===== src/nacp_pkg.sv =====
package nacp_pkg;
  // register map, byte addresses
  localparam int AW = 5;
  localparam logic [AW-1:0] OFS_CMD = 5'h00;
  localparam logic [AW-1:0] OFS_ACC = 5'h04;
  localparam logic [AW-1:0] OFS_YPTR = 5'h08;
  localparam logic [AW-1:0] OFS_XPTR = 5'h0c;
  localparam logic [AW-1:0] OFS_MEM = 5'h10;
  localparam logic [AW-1:0] OFS_STAT = 5'h14;
  localparam logic [AW-1:0] OFS_PINS = 5'h18;
  localparam logic [AW-1:0] OFS_WDOG = 5'h1c;
  // field positions
  localparam int CMD_IMM_LSB = 0;
  localparam int CMD_OP_LSB = 4;
  localparam int STAT_FLAG_BIT = 0;
  localparam int STAT_STOP_BIT = 1;
  localparam int STAT_PULSE_LSB = 2;
  localparam int PINS_R_LSB = 10;
  localparam int PINS_CAR_BIT = 14;
  // reset values
  localparam logic [3:0] RST_NIB = 4'h0;
  localparam logic [1:0] RST_X = 2'h0;
  localparam logic [9:0] RST_DLATCH = 10'h3ff;
  localparam logic [3:0] RST_RLATCH = 4'hf;
  // y pointer codes for output ops, and the pointer decrement addend
  localparam logic [3:0] Y_LAST_D = 4'h7;
  localparam logic [3:0] Y_CAR = 4'h8;
  localparam logic [3:0] Y_ALL_D = 4'h9;
  localparam logic [3:0] Y_R_LO = 4'ha;
  localparam logic [3:0] Y_R_HI = 4'hd;
  localparam logic [3:0] Y_ALL_R = 4'he;
  localparam logic [3:0] Y_ALL = 4'hf;
  localparam logic [3:0] NIB_DEC = 4'hf;
  // carrier divider and watchdog counter widths
  localparam int PULSE_BITS = 8;
  localparam int WDT_W = 16;

  typedef enum logic [4:0] {
    nop_op = 5'h00,
    pointer_decrement_op = 5'h01,
    xor_memory_op = 5'h02,
    negate_acc_op = 5'h03,
    acc_le_memory_op = 5'h04,
    acc_le_immediate_op = 5'h05,
    memory_nonzero_op = 5'h06,
    pointer_ne_acc_op = 5'h07,
    pointer_ne_immediate_op = 5'h08,
    key_nonzero_op = 5'h09,
    bidir_nonzero_op = 5'h0a,
    load_acc_from_keys_op = 5'h0b,
    load_acc_from_bidir_op = 5'h0c,
    output_set_op = 5'h0d,
    output_reset_op = 5'h0e,
    watchdog_clear_op = 5'h0f,
    stop_op = 5'h10,
    pulse_mode_load_op = 5'h11
  } nacp_op_e;

  typedef struct packed {
    logic wreq;
    logic [31:0] rdata;
    logic [3:0] acc;
    logic [3:0] y;
    logic [1:0] x;
    logic status_flag;
    logic stopped;
    logic [3:0] pulse_mode_register;
    logic [9:0] d_latch;
    logic [3:0] r_latch;
    logic [3:0] r_oe;
    logic car_en;
    logic carrier;
    logic [PULSE_BITS-1:0] div;
    logic [WDT_W-1:0] watchdog_counter;
    logic wdt_ovf;
    logic [63:0][3:0] mem;
  } nacp_state_s;
endpackage


===== src/nacp_core.sv =====
// The Avalon-MM interface to the registers and the register offsets were decided locally.
`timescale 1ns/1ps
// Behaviour
// - pointer decrement, flag when old nonzero
// - acc xor memory, flag set
// - acc negated, flag when acc zero
// - flag when acc not above memory
// - flag when acc not above immediate
// - flag when memory nibble nonzero
// - flag when pointer differs from acc
// - flag when pointer differs from immediate
// - flag when key port nonzero
// - flag when bidirectional pins nonzero
// - acc loaded from keys, flag set
// - acc loaded from bidirectional pins, flag set
// - output set, single latch 0..7
// - output set at 8 enables carrier
// - output set at 9 sets ten latches
// - output set bidir latches, Eh, Fh
// - output reset latches, carrier, all ten
// - output reset bidir latches Ah..Eh
// - watchdog clear zeroes the counter
// - stop halts clocks, flag set
// - pulse mode loaded from pointer
module nacp_core import nacp_pkg::*; #(
  parameter logic [WDT_W-1:0] WDT_LIMIT = 16'hffff
) (
  // clock and reset
  input wire logic clk,
  input wire logic rst_n,
  // avalon-mm slave
  input wire logic [AW-1:0] avs_address,
  input wire logic avs_read,
  input wire logic avs_write,
  input wire logic [31:0] avs_writedata,
  output logic [31:0] avs_readdata,
  output logic avs_waitrequest,
  // port pins
  input wire logic [3:0] key_in,
  input wire logic [3:0] bidir_in,
  output logic [3:0] bidir_out,
  output logic [3:0] bidir_oe,
  output logic [9:0] d_out,
  output logic carrier_out,
  // core state
  output logic status_flag,
  output logic stopped,
  output logic wdt_overflow
);

  // a zero limit would overflow every cycle
  if (WDT_LIMIT == '0) begin : g_bad
    $error("WDT_LIMIT must be nonzero");
  end

  // reset release synchroniser
  logic [1:0] rst_sync_q;
  logic rst_i_n;

  always_ff @(posedge clk or negedge rst_n) begin
    if (!rst_n) begin
      rst_sync_q <= 2'b00;
    end else begin
      rst_sync_q <= {rst_sync_q[0], 1'b1};
    end
  end
  assign rst_i_n = rst_sync_q[1];

  // nonzero test, shared by several ops
  function automatic logic f_nz(input logic [3:0] v);
    f_nz = (v != 4'h0);
  endfunction

  nacp_state_s s_q;
  nacp_state_s s_d;
  logic req;
  logic done;
  logic ex;
  nacp_op_e op;
  logic [3:0] imm;
  logic [3:0] mnib;
  logic wave;

  // bus handshake and decode
  assign req = avs_read | avs_write;
  assign done = req & ~s_q.wreq;
  assign ex = done & avs_write & (avs_address == OFS_CMD) & ~s_q.stopped;
  assign op = nacp_op_e'(avs_writedata[CMD_OP_LSB +: 5]);
  assign imm = avs_writedata[CMD_IMM_LSB +: 4];
  assign mnib = s_q.mem[{s_q.x, s_q.y}];
  // pulse mode above divider range gives a steady level
  assign wave = (s_q.pulse_mode_register >= 4'(PULSE_BITS)) ? 1'b1 :
                s_q.div[s_q.pulse_mode_register[2:0]];

  // next state
  always_comb begin
    s_d = s_q;
    s_d.wdt_ovf = 1'b0;
    // waitrequest idles high, drops one cycle per request
    if (req && s_q.wreq) begin
      s_d.wreq = 1'b0;
      case (avs_address)
        OFS_ACC: s_d.rdata = {28'h0, s_q.acc};
        OFS_YPTR: s_d.rdata = {28'h0, s_q.y};
        OFS_XPTR: s_d.rdata = {30'h0, s_q.x};
        OFS_MEM: s_d.rdata = {28'h0, mnib};
        OFS_STAT: s_d.rdata = {26'h0, s_q.pulse_mode_register, s_q.stopped, s_q.status_flag};
        OFS_PINS: s_d.rdata = {17'h0, s_q.car_en, s_q.r_latch, s_q.d_latch};
        OFS_WDOG: s_d.rdata = {16'h0, s_q.watchdog_counter};
        default: s_d.rdata = 32'h0;
      endcase
    end else if (done) begin
      s_d.wreq = 1'b1;
    end
    // free-running logic freezes while stopped
    if (!s_q.stopped) begin
      s_d.div = s_q.div + 1'b1;
      if (s_q.watchdog_counter == WDT_LIMIT) begin
        s_d.watchdog_counter = '0;
        s_d.wdt_ovf = 1'b1;
      end else begin
        s_d.watchdog_counter = s_q.watchdog_counter + 1'b1;
      end
    end else if (f_nz(key_in) || f_nz(bidir_in)) begin
      // any active key or port line wakes the core
      s_d.stopped = 1'b0;
    end
    // direct register writes
    if (done && avs_write && !s_q.stopped) begin
      case (avs_address)
        OFS_ACC: s_d.acc = avs_writedata[3:0];
        OFS_YPTR: s_d.y = avs_writedata[3:0];
        OFS_XPTR: s_d.x = avs_writedata[1:0];
        OFS_MEM: s_d.mem[{s_q.x, s_q.y}] = avs_writedata[3:0];
        default: ;
      endcase
    end
    if (ex) begin
      s_d.status_flag = 1'b1;
      case (op)
        pointer_decrement_op: begin
          s_d.y = s_q.y + NIB_DEC;
          s_d.status_flag = f_nz(s_q.y);
        end
        xor_memory_op: s_d.acc = s_q.acc ^ mnib;
        negate_acc_op: begin
          s_d.acc = ~s_q.acc + 4'h1;
          s_d.status_flag = ~f_nz(s_q.acc);
        end
        acc_le_memory_op: s_d.status_flag = (s_q.acc <= mnib);
        acc_le_immediate_op: s_d.status_flag = (s_q.acc <= imm);
        memory_nonzero_op: s_d.status_flag = f_nz(mnib);
        pointer_ne_acc_op: s_d.status_flag = (s_q.y != s_q.acc);
        pointer_ne_immediate_op: s_d.status_flag = (s_q.y != imm);
        key_nonzero_op: s_d.status_flag = f_nz(key_in);
        bidir_nonzero_op: s_d.status_flag = f_nz(bidir_in);
        load_acc_from_keys_op: s_d.acc = key_in;
        load_acc_from_bidir_op: s_d.acc = bidir_in;
        output_set_op: begin
          if (s_q.y <= Y_LAST_D) begin
            s_d.d_latch[s_q.y[2:0]] = 1'b1;
          end else if (s_q.y == Y_CAR) begin
            s_d.car_en = 1'b1;
          end else if (s_q.y == Y_ALL_D) begin
            s_d.d_latch = '1;
          end else if (s_q.y <= Y_R_HI) begin
            s_d.r_latch[s_q.y[1:0] - 2'h2] = 1'b1;
          end else if (s_q.y == Y_ALL_R) begin
            s_d.r_latch = '1;
          end else begin
            s_d.r_latch = '1;
            s_d.d_latch = '1;
          end
        end
        output_reset_op: begin
          if (s_q.y <= Y_LAST_D) begin
            s_d.d_latch[s_q.y[2:0]] = 1'b0;
          end else if (s_q.y == Y_CAR) begin
            s_d.car_en = 1'b0;
          end else if (s_q.y == Y_ALL_D) begin
            s_d.d_latch = '0;
          end else if (s_q.y <= Y_R_HI) begin
            s_d.r_latch[s_q.y[1:0] - 2'h2] = 1'b0;
          end else if (s_q.y == Y_ALL_R) begin
            s_d.r_latch = '0;
          end else begin
            // Fh behaves as on set: all released
            s_d.r_latch = '1;
            s_d.d_latch = '1;
          end
        end
        watchdog_clear_op: begin
          s_d.watchdog_counter = '0;
          s_d.wdt_ovf = 1'b0;
        end
        stop_op: s_d.stopped = 1'b1;
        pulse_mode_load_op: s_d.pulse_mode_register = s_q.y;
        default: ;
      endcase
    end
    // open drain: pull low only where latch is 0
    s_d.r_oe = ~s_d.r_latch;
    // carrier gated by pulse mode wave
    s_d.carrier = s_q.car_en & wave & ~s_q.stopped;
  end

  // all state registered here
  always_ff @(posedge clk or negedge rst_i_n) begin
    if (!rst_i_n) begin
      s_q <= '0;
      s_q.wreq <= 1'b1;
      s_q.acc <= RST_NIB;
      s_q.y <= RST_NIB;
      s_q.x <= RST_X;
      s_q.status_flag <= 1'b1;
      s_q.pulse_mode_register <= RST_NIB;
      s_q.d_latch <= RST_DLATCH;
      s_q.r_latch <= RST_RLATCH;
      s_q.r_oe <= ~RST_RLATCH;
    end else begin
      s_q <= s_d;
    end
  end

  // outputs straight from state
  assign avs_readdata = s_q.rdata;
  assign avs_waitrequest = s_q.wreq;
  assign bidir_out = s_q.r_latch;
  assign bidir_oe = s_q.r_oe;
  assign d_out = s_q.d_latch;
  assign carrier_out = s_q.carrier;
  assign status_flag = s_q.status_flag;
  assign stopped = s_q.stopped;
  assign wdt_overflow = s_q.wdt_ovf;
endmodule


===== config.mk =====
export PLATFORM = sky130hd
export DESIGN_NAME = nacp_core
export DESIGN_NICKNAME = d
export VERILOG_FILES = /design/src/nacp_pkg.sv /design/src/nacp_core.sv
export SDC_FILE = /design/constraint.sdc
export NUM_CORES = 1
export LEC_CHECK = 0
export CORE_ASPECT_RATIO = 1.4
export CORE_MARGIN = 2
export CORE_UTILIZATION = 57
export DETAILED_ROUTE_END_ITERATION = 10
export DONT_BUFFER_PORTS = 1
export PLACE_DENSITY = 0.75
export SYNTH_ARGS = -nofsm -noshare
export SYNTH_HDL_FRONTEND = slang
export SYNTH_SLANG_ARGS = --single-unit

===== constraint.sdc =====
create_clock -name clk -period 27.3 [get_ports clk]
set_input_delay 5.46 -clock clk [delete_from_list [all_inputs] [get_ports clk]]
set_output_delay 5.46 -clock clk [all_outputs]
set_load 0.01 [all_outputs]

==> results of run 1 <==
==> per-stage QoR <==
stage | hold WS, ns | power [mW] | area [um2] | worst slack [ns]
floorplan | 0.3312 | 0.7487 | 16860 | 17.27
global placement | 0.3389 | 0.8097 | 16720 | 19.38
detailed placement | 0.3363 | 0.8144 | 16720 | 19.35
CTS | 0.3492 | 1.295 | 17880 | 19.87
global route | 0.3545 | 1.345 | 17880 | 19.71
finish | 0.3486 | 1.292 | 17880 | 19.76
==> Yosys cell counts, types with 10 or more instances <==
cell      instances  share of area [%]
dfrtp_1         320                 48
mux2_2          191                 13
nand2_1         158                3.5
nor2_1          119                2.7
o21ai_0         112                3.3
buf_4            55                2.5
clkbuf_1         50                1.1
a22oi_1          44                2.0
a21oi_1          42                1.3
nand3_1          31               0.92
mux4_2           30                4.0
mux2i_1          25                1.5
buf_2            20               0.60
inv_1            18               0.40
nor3_1           18               0.54
a221oi_1         16               0.83
dfstp_2          16                2.5
a31oi_1          15               0.56
ha_1             15                1.1
xnor2_1          15               0.78
and3_1           14               0.52
nand2b_1         12               0.45
nand4_1          12               0.45
a211oi_1         11               0.49
nor2b_1          11               0.41
xor2_1           11               0.57
a22o_1           10               0.52
==> worst min path at each step <==
stage                                   end  depth (start not counted)  slack, ns
CTS                 rst_sync_q[1]$_DFF_PN0_                          0       0.35
detailed placement  rst_sync_q[1]$_DFF_PN0_                          0       0.34
finish              rst_sync_q[1]$_DFF_PN0_                          0       0.35
global route        rst_sync_q[1]$_DFF_PN0_                          0       0.35
floorplan           rst_sync_q[1]$_DFF_PN0_                          0       0.33
global placement    rst_sync_q[1]$_DFF_PN0_                          0       0.34
==> per-layer routing <==
layer  share of wire [%]  track usage, %  vias up
met1                  37           34.43     5991
met3                 6.9           5.154      156
li1                    -               -     5223
met2                  50           48.74      488
met4                 6.6           16.95        0
met5                   0               0        -
==> registers in the layout (all words and copies together) (netlist names) <==
register and cells:
bidir_oe 4, stopped 1, avs_waitrequest 1, avs_readdata 16, rst_sync_q 2, wdt_overflow 1
bidir_out 4, status_flag 1, carrier_out 1, s_q 295, d_out 10
==> area by class of cell <==
class	count	area (um2)
Clock buffer	53	1056
Clock inverter	9	101.3
Fill cell	2313	11200
Inverter	21	78.83
Multi-Input combinational cell	1024	7596
Sequential cell	336	8437
Tap cell	380	475.5
Timing Repair Buffer	16	132.6
==> power breakdown <==
group / total, mW / switching (mW) / internal (mW)
logic: 0.251 / 0.165 / 0.0860
registers: 0.560 / 0.0389 / 0.521
clock network: 0.481 / 0.195 / 0.286
total: 1.29 / 0.399 / 0.893
==> cell usage in the layout (no fill, tap or decap), types with 4 or more instances in the layout <==
cell and instances:
a211oi_1 11, a21oi_1 42, a221oi_1 16, a22o_1 10, a22oi_1 44, a31oi_1 15
and3_1 14, buf_4 15, clkbuf_1 9, clkbuf_16 37, clkbuf_8 7, clkinv_2 5
conb_1 17, dfrtp_1 317, dfstp_2 16, ha_1 15, inv_1 18, mux2_1 9
mux2_2 191, mux2i_1 25, mux4_1 4, mux4_2 30, nand2_1 158, nand2b_1 12
nand3_1 31, nand3b_1 4, nand4_1 12, nor2_1 119, nor2b_1 11, nor3_1 14
nor3_2 5, nor4_1 5, o21ai_0 112, o22a_1 7, xnor2_1 15, xor2_1 11
==> cells by family (layout without fill, tap and decap cells) <==
group,count (synthesis),in the layout,synth area share (%)
simple gates,409,409,11.23
mux,259,259,19.54
flops,336,336,50.15
fa+ha+maj,15,15,1.117
buf+inv,156,99,5.130
other cells,2,17,0.04469
xor+xnor,26,26,1.355
compound gates,298,298,11.44
==> results.toml, run 1 <==
[outcome]
status = "finished clean"

[placed_design]
port_buffers = 0
gp_congestion = 0.9473
dpl.hpwl_mm = 28.89
place_inst = 1777

[finish]
final_util_pct = 61.49
layout.cells.non_filler = 1839
drive_gt1_share_pct = 22.55
nets = 1497
synthToLayoutAreaGrowth_pct = 6.380
antennaDiodeCount = 0

[worst_setup_path]
reg2reg_depth = 14
path_cells = "nand2b_1 > nor4_2 > and2_1 > nand2_1 > nor2_1 > mux2_2"
crit_path_end_kind = "flip-flop"
critPathTopFamily = "simple AND/OR/NAND/NOR gates"
crit_path_end = "s_q[130]$_DFFE_PN0P_"
critPathKind = "in2reg"
path_depth = 6
path_max_fanout = 8
rr_startpoint = "s_q[309]$_DFF_PN0_"
slowest_delay_ns = 0.57
crit_required_ns = 27.71
path_buf_inv = 0
worst_ep_arrival_time_ns = 7.95
r2r_slack_ns = 22.49
regToRegEndpoint = "status_flag$_DFFE_PN1P_"
cp-start-kind = "primary input"
cp-startpoint = "avs_address[1]"
crit_slowest_cell = "nor4_2"

[drt]
vias = 11858
routed_via_density = 6.448
routed_wl_mm = 43.73
wl_per_cell_um = 23.78
ant_nets = 0
firstDrtPassIters = 5
drtIter0Drc = 875
drc = 0

[timing]
max_freq_ghz = 0.1326
setup_viol = 0
worst_pin_slew_ns = 1.131
final.period_utilization_pct = 27.62
setup-tns-final_ns = 0
finalHoldViolations = 0
relSlewSlack_pct = 24.59
fin_crit_ns = 7.541
rsz0062_at_grt = "no"
slew_violations = 0
fin_skew_ns = 0.01768

[logic_synthesis]
yosys_warnings = 0
postSynthCellCount = 1501
synth_edf_count = 0
ys_seq_area_share_pct = 50.15
async_reset_ff_share_pct = 100.0
synthFlopType = "dfrtp_1"
avgSynthCellArea_um2 = 11.20
synth_seq_cells = 336
syn_area_um2 = 16800
ys_types = 80

[global_routing]
grt_max_degree = 187
antenna_found_initial = 0
first_global_vias = 12229
grt_pass1_wl_mm = 68.98
grtUsageTotal_pct = 28.89
grt_overflow = 0

[min_path]
hold_path_class = "reg2reg"
hold_start = "rst_sync_q[0]$_DFF_PN0_"

[floorplan]
start_util_pct = 57.80
ios = 104
num_rows = 74
die_h_um = 207.2
core_area_um2 = 29070
die_w_um = 149.1
design.die.area_um2 = 30890

[clock_tree]
cts_buffers = 34
clkLatencyLatePin_ns = 0.53
ctsHtreeMaxLevel = 2
cts_resized = 0
cts_buffer_depth = 3
cts.sinks = 336
cts_tree = "done"
postCtsHoldBufs = 0
cts.clk_slew.worst_paths_ns = 0.06
clock-root-buffer = "clkbuf_16"
post_cts_buffers = 0

[job]
maxCapViolCount = 0

[pwr]
p_leak_nw = 8.068
ir_worst_vdd_v = 0.00004743
power_density_nw_per_um2 = 72.28
Power figures use the tool's default switching activity.
==> run 2, diff against run 1 <==
Clock period 27.3 ns to 7 ns, I/O delays scaled along.
==> results.toml, run 2 (synthesis gave the netlist of run 1 again) <==
[worst_setup_path]
rr_startpoint = "s_q[311]$_DFF_PN0_"
path_cells = "buf_4 > nor2b_1 > a221oi_1 > a31oi_1 > o21ai_0 > o21ai_0 > nor4b_4 > ha_1 > a21oi_1 > o21ai_0 > a21oi_1 > nor3_1 > o2111ai_1 > o22ai_1 > o21ba_1"
path_max_fanout = 32
crit_path_end = "status_flag$_DFFE_PN1P_"
worst_ep_arrival_time_ns = 5.08
critPathKind = "reg2reg"
crit_slowest_cell = "dfrtp_2"
path_buf_inv = 1
reg2reg_depth = 15
path_depth = 15
critPathTopFamily = "compound AO/OA/AOI/OAI gates"
crit_required_ns = 7.54
slowest_delay_ns = 0.96
r2r_slack_ns = 2.45
crit_path_end_kind = "flip-flop"
regToRegEndpoint = "status_flag$_DFFE_PN1P_"
crit_top_cell = "o21ai_0"
cp-start-kind = "flip-flop"
cp-startpoint = "s_q[311]$_DFF_PN0_"

[pwr]
ir_worst_vdd_v = 0.0002183
p_leak_nw = 8.028
power_density_nw_per_um2 = 278.6
switching_share_pct = 31.37
p_int_mw = 3.401
pwr-share-clk_pct = 36.2
power_frac_comb_pct = 18.9
pwr-share-seq_pct = 44.9
p_switching_mw = 1.555

[clock_tree]
cts.sinks = 336
ctsHtreeMaxLevel = 1
cts.clk_slew.worst_paths_ns = 0.07
post_cts_buffers = 0
cts_resized = 0
cts_tree = "done"
cts_buffer_depth = 3
clock-root-buffer = "clkbuf_16"
cts_buffers = 31
clkLatencyLatePin_ns = 0.60
postCtsHoldBufs = 0

[min_path]
hold_start = "rst_sync_q[0]$_DFF_PN0_"
hold_path_class = "reg2reg"

[finish]
n_fill_cell = 2263
drive_gt1_share_pct = 22.59
layout_common_cells = "dfrtp_1 (317), mux2_2 (191), nand2_1 (158)"
largest_register_ffs = 295
final_common_cell = "dfrtp_1"
layout.cells.non_filler = 1832
antennaDiodeCount = 0
synthToLayoutAreaGrowth_pct = 5.845
nets = 1491
regMostFlops = "s_q"

[outcome]
status = "finished clean"

[placed_design]
dpl.hpwl_mm = 29.79
gp_congestion = 0.9178
place_inst = 1774
port_buffers = 0

[global_routing]
grt_pass1_wl_mm = 69.28
antenna_found_initial = 0
grt_max_degree = 201
first_global_vias = 12239
grtUsageTotal_pct = 28.86
grt_overflow = 0

[timing]
rsz0062_at_grt = "no"
finalHoldViolations = 0
fin_skew_ns = 0.02109
final.period_utilization_pct = 64.95
setup_viol = 0
worst_pin_slew_ns = 1.235
max_freq_ghz = 0.2199
setup-tns-final_ns = 0
relSlewSlack_pct = 17.07
slew_violations = 0
fin_crit_ns = 4.547

[floorplan]
core_area_um2 = 29070
die_w_um = 149.1
num_rows = 74
die_h_um = 207.2
start_util_pct = 57.80
ios = 104
design.die.area_um2 = 30890

[drt]
wl_per_cell_um = 24.03
firstDrtPassIters = 8
ant_nets = 0
drtIter0Drc = 902
routed_wl_mm = 44.02
vias = 11837
drc = 0
routed_via_density = 6.461

[job]
maxCapViolCount = 0
run 2: worst min-delay path by stage:
stage	endpoint	slack, ns	depth (start not counted)
after floorplan	rst_sync_q[1]$_DFF_PN0_	0.33	0
after global placement	rst_sync_q[1]$_DFF_PN0_	0.33	0
after detailed placement	rst_sync_q[1]$_DFF_PN0_	0.34	0
after CTS	rst_sync_q[1]$_DFF_PN0_	0.35	0
after global routing	rst_sync_q[1]$_DFF_PN0_	0.36	0
final	rst_sync_q[1]$_DFF_PN0_	0.35	0
run 2: power groups by stage:
stage | clock (mW) | combinational (mW) | sequential [mW]
2_1_floorplan | 0 | 0.764 | 2.16
3_3_place_gp | 0 | 0.902 | 2.25
3_5_place_dp | 0 | 0.917 | 2.26
4_1_cts | 1.82 | 0.922 | 2.22
5_1_grt | 1.90 | 1.00 | 2.24
6_report | 1.79 | 0.938 | 2.22
run 2: per-layer routing:
metal	GRT usage [%]	share of wire [%]
met2	49.20	50
met5	0	0
met3	5.308	7.0
met4	16.03	6.0
met1	34.20	37
run 2: through the flow:
step	hold WS [ns]	worst slack [ns]	instance area [um2]	util, %	total power, mW
after floorplan	0.3311	1.522	16860	-	2.919
after global placement	0.3348	2.585	16700	57.43	3.151
after detailed placement	0.3379	2.512	16700	57.43	3.174
after CTS	0.3510	2.509	17790	61.18	4.962
after global routing	0.3558	2.190	17790	61.18	5.143
final	0.3503	2.453	17790	61.18	4.956
run 2: layout make-up:
type                       count  area (um2)  share of cell area, %
clock inverter                17       206.4                  1.161
clock buffer                  41       883.3                  4.966
tap                          380       475.5                  2.673
sequential                   336        8437                  47.43
multi-input combinational   1024        7596                  42.71
inverter                      21       78.83                 0.4432
timing repair buffer          13       110.1                 0.6190
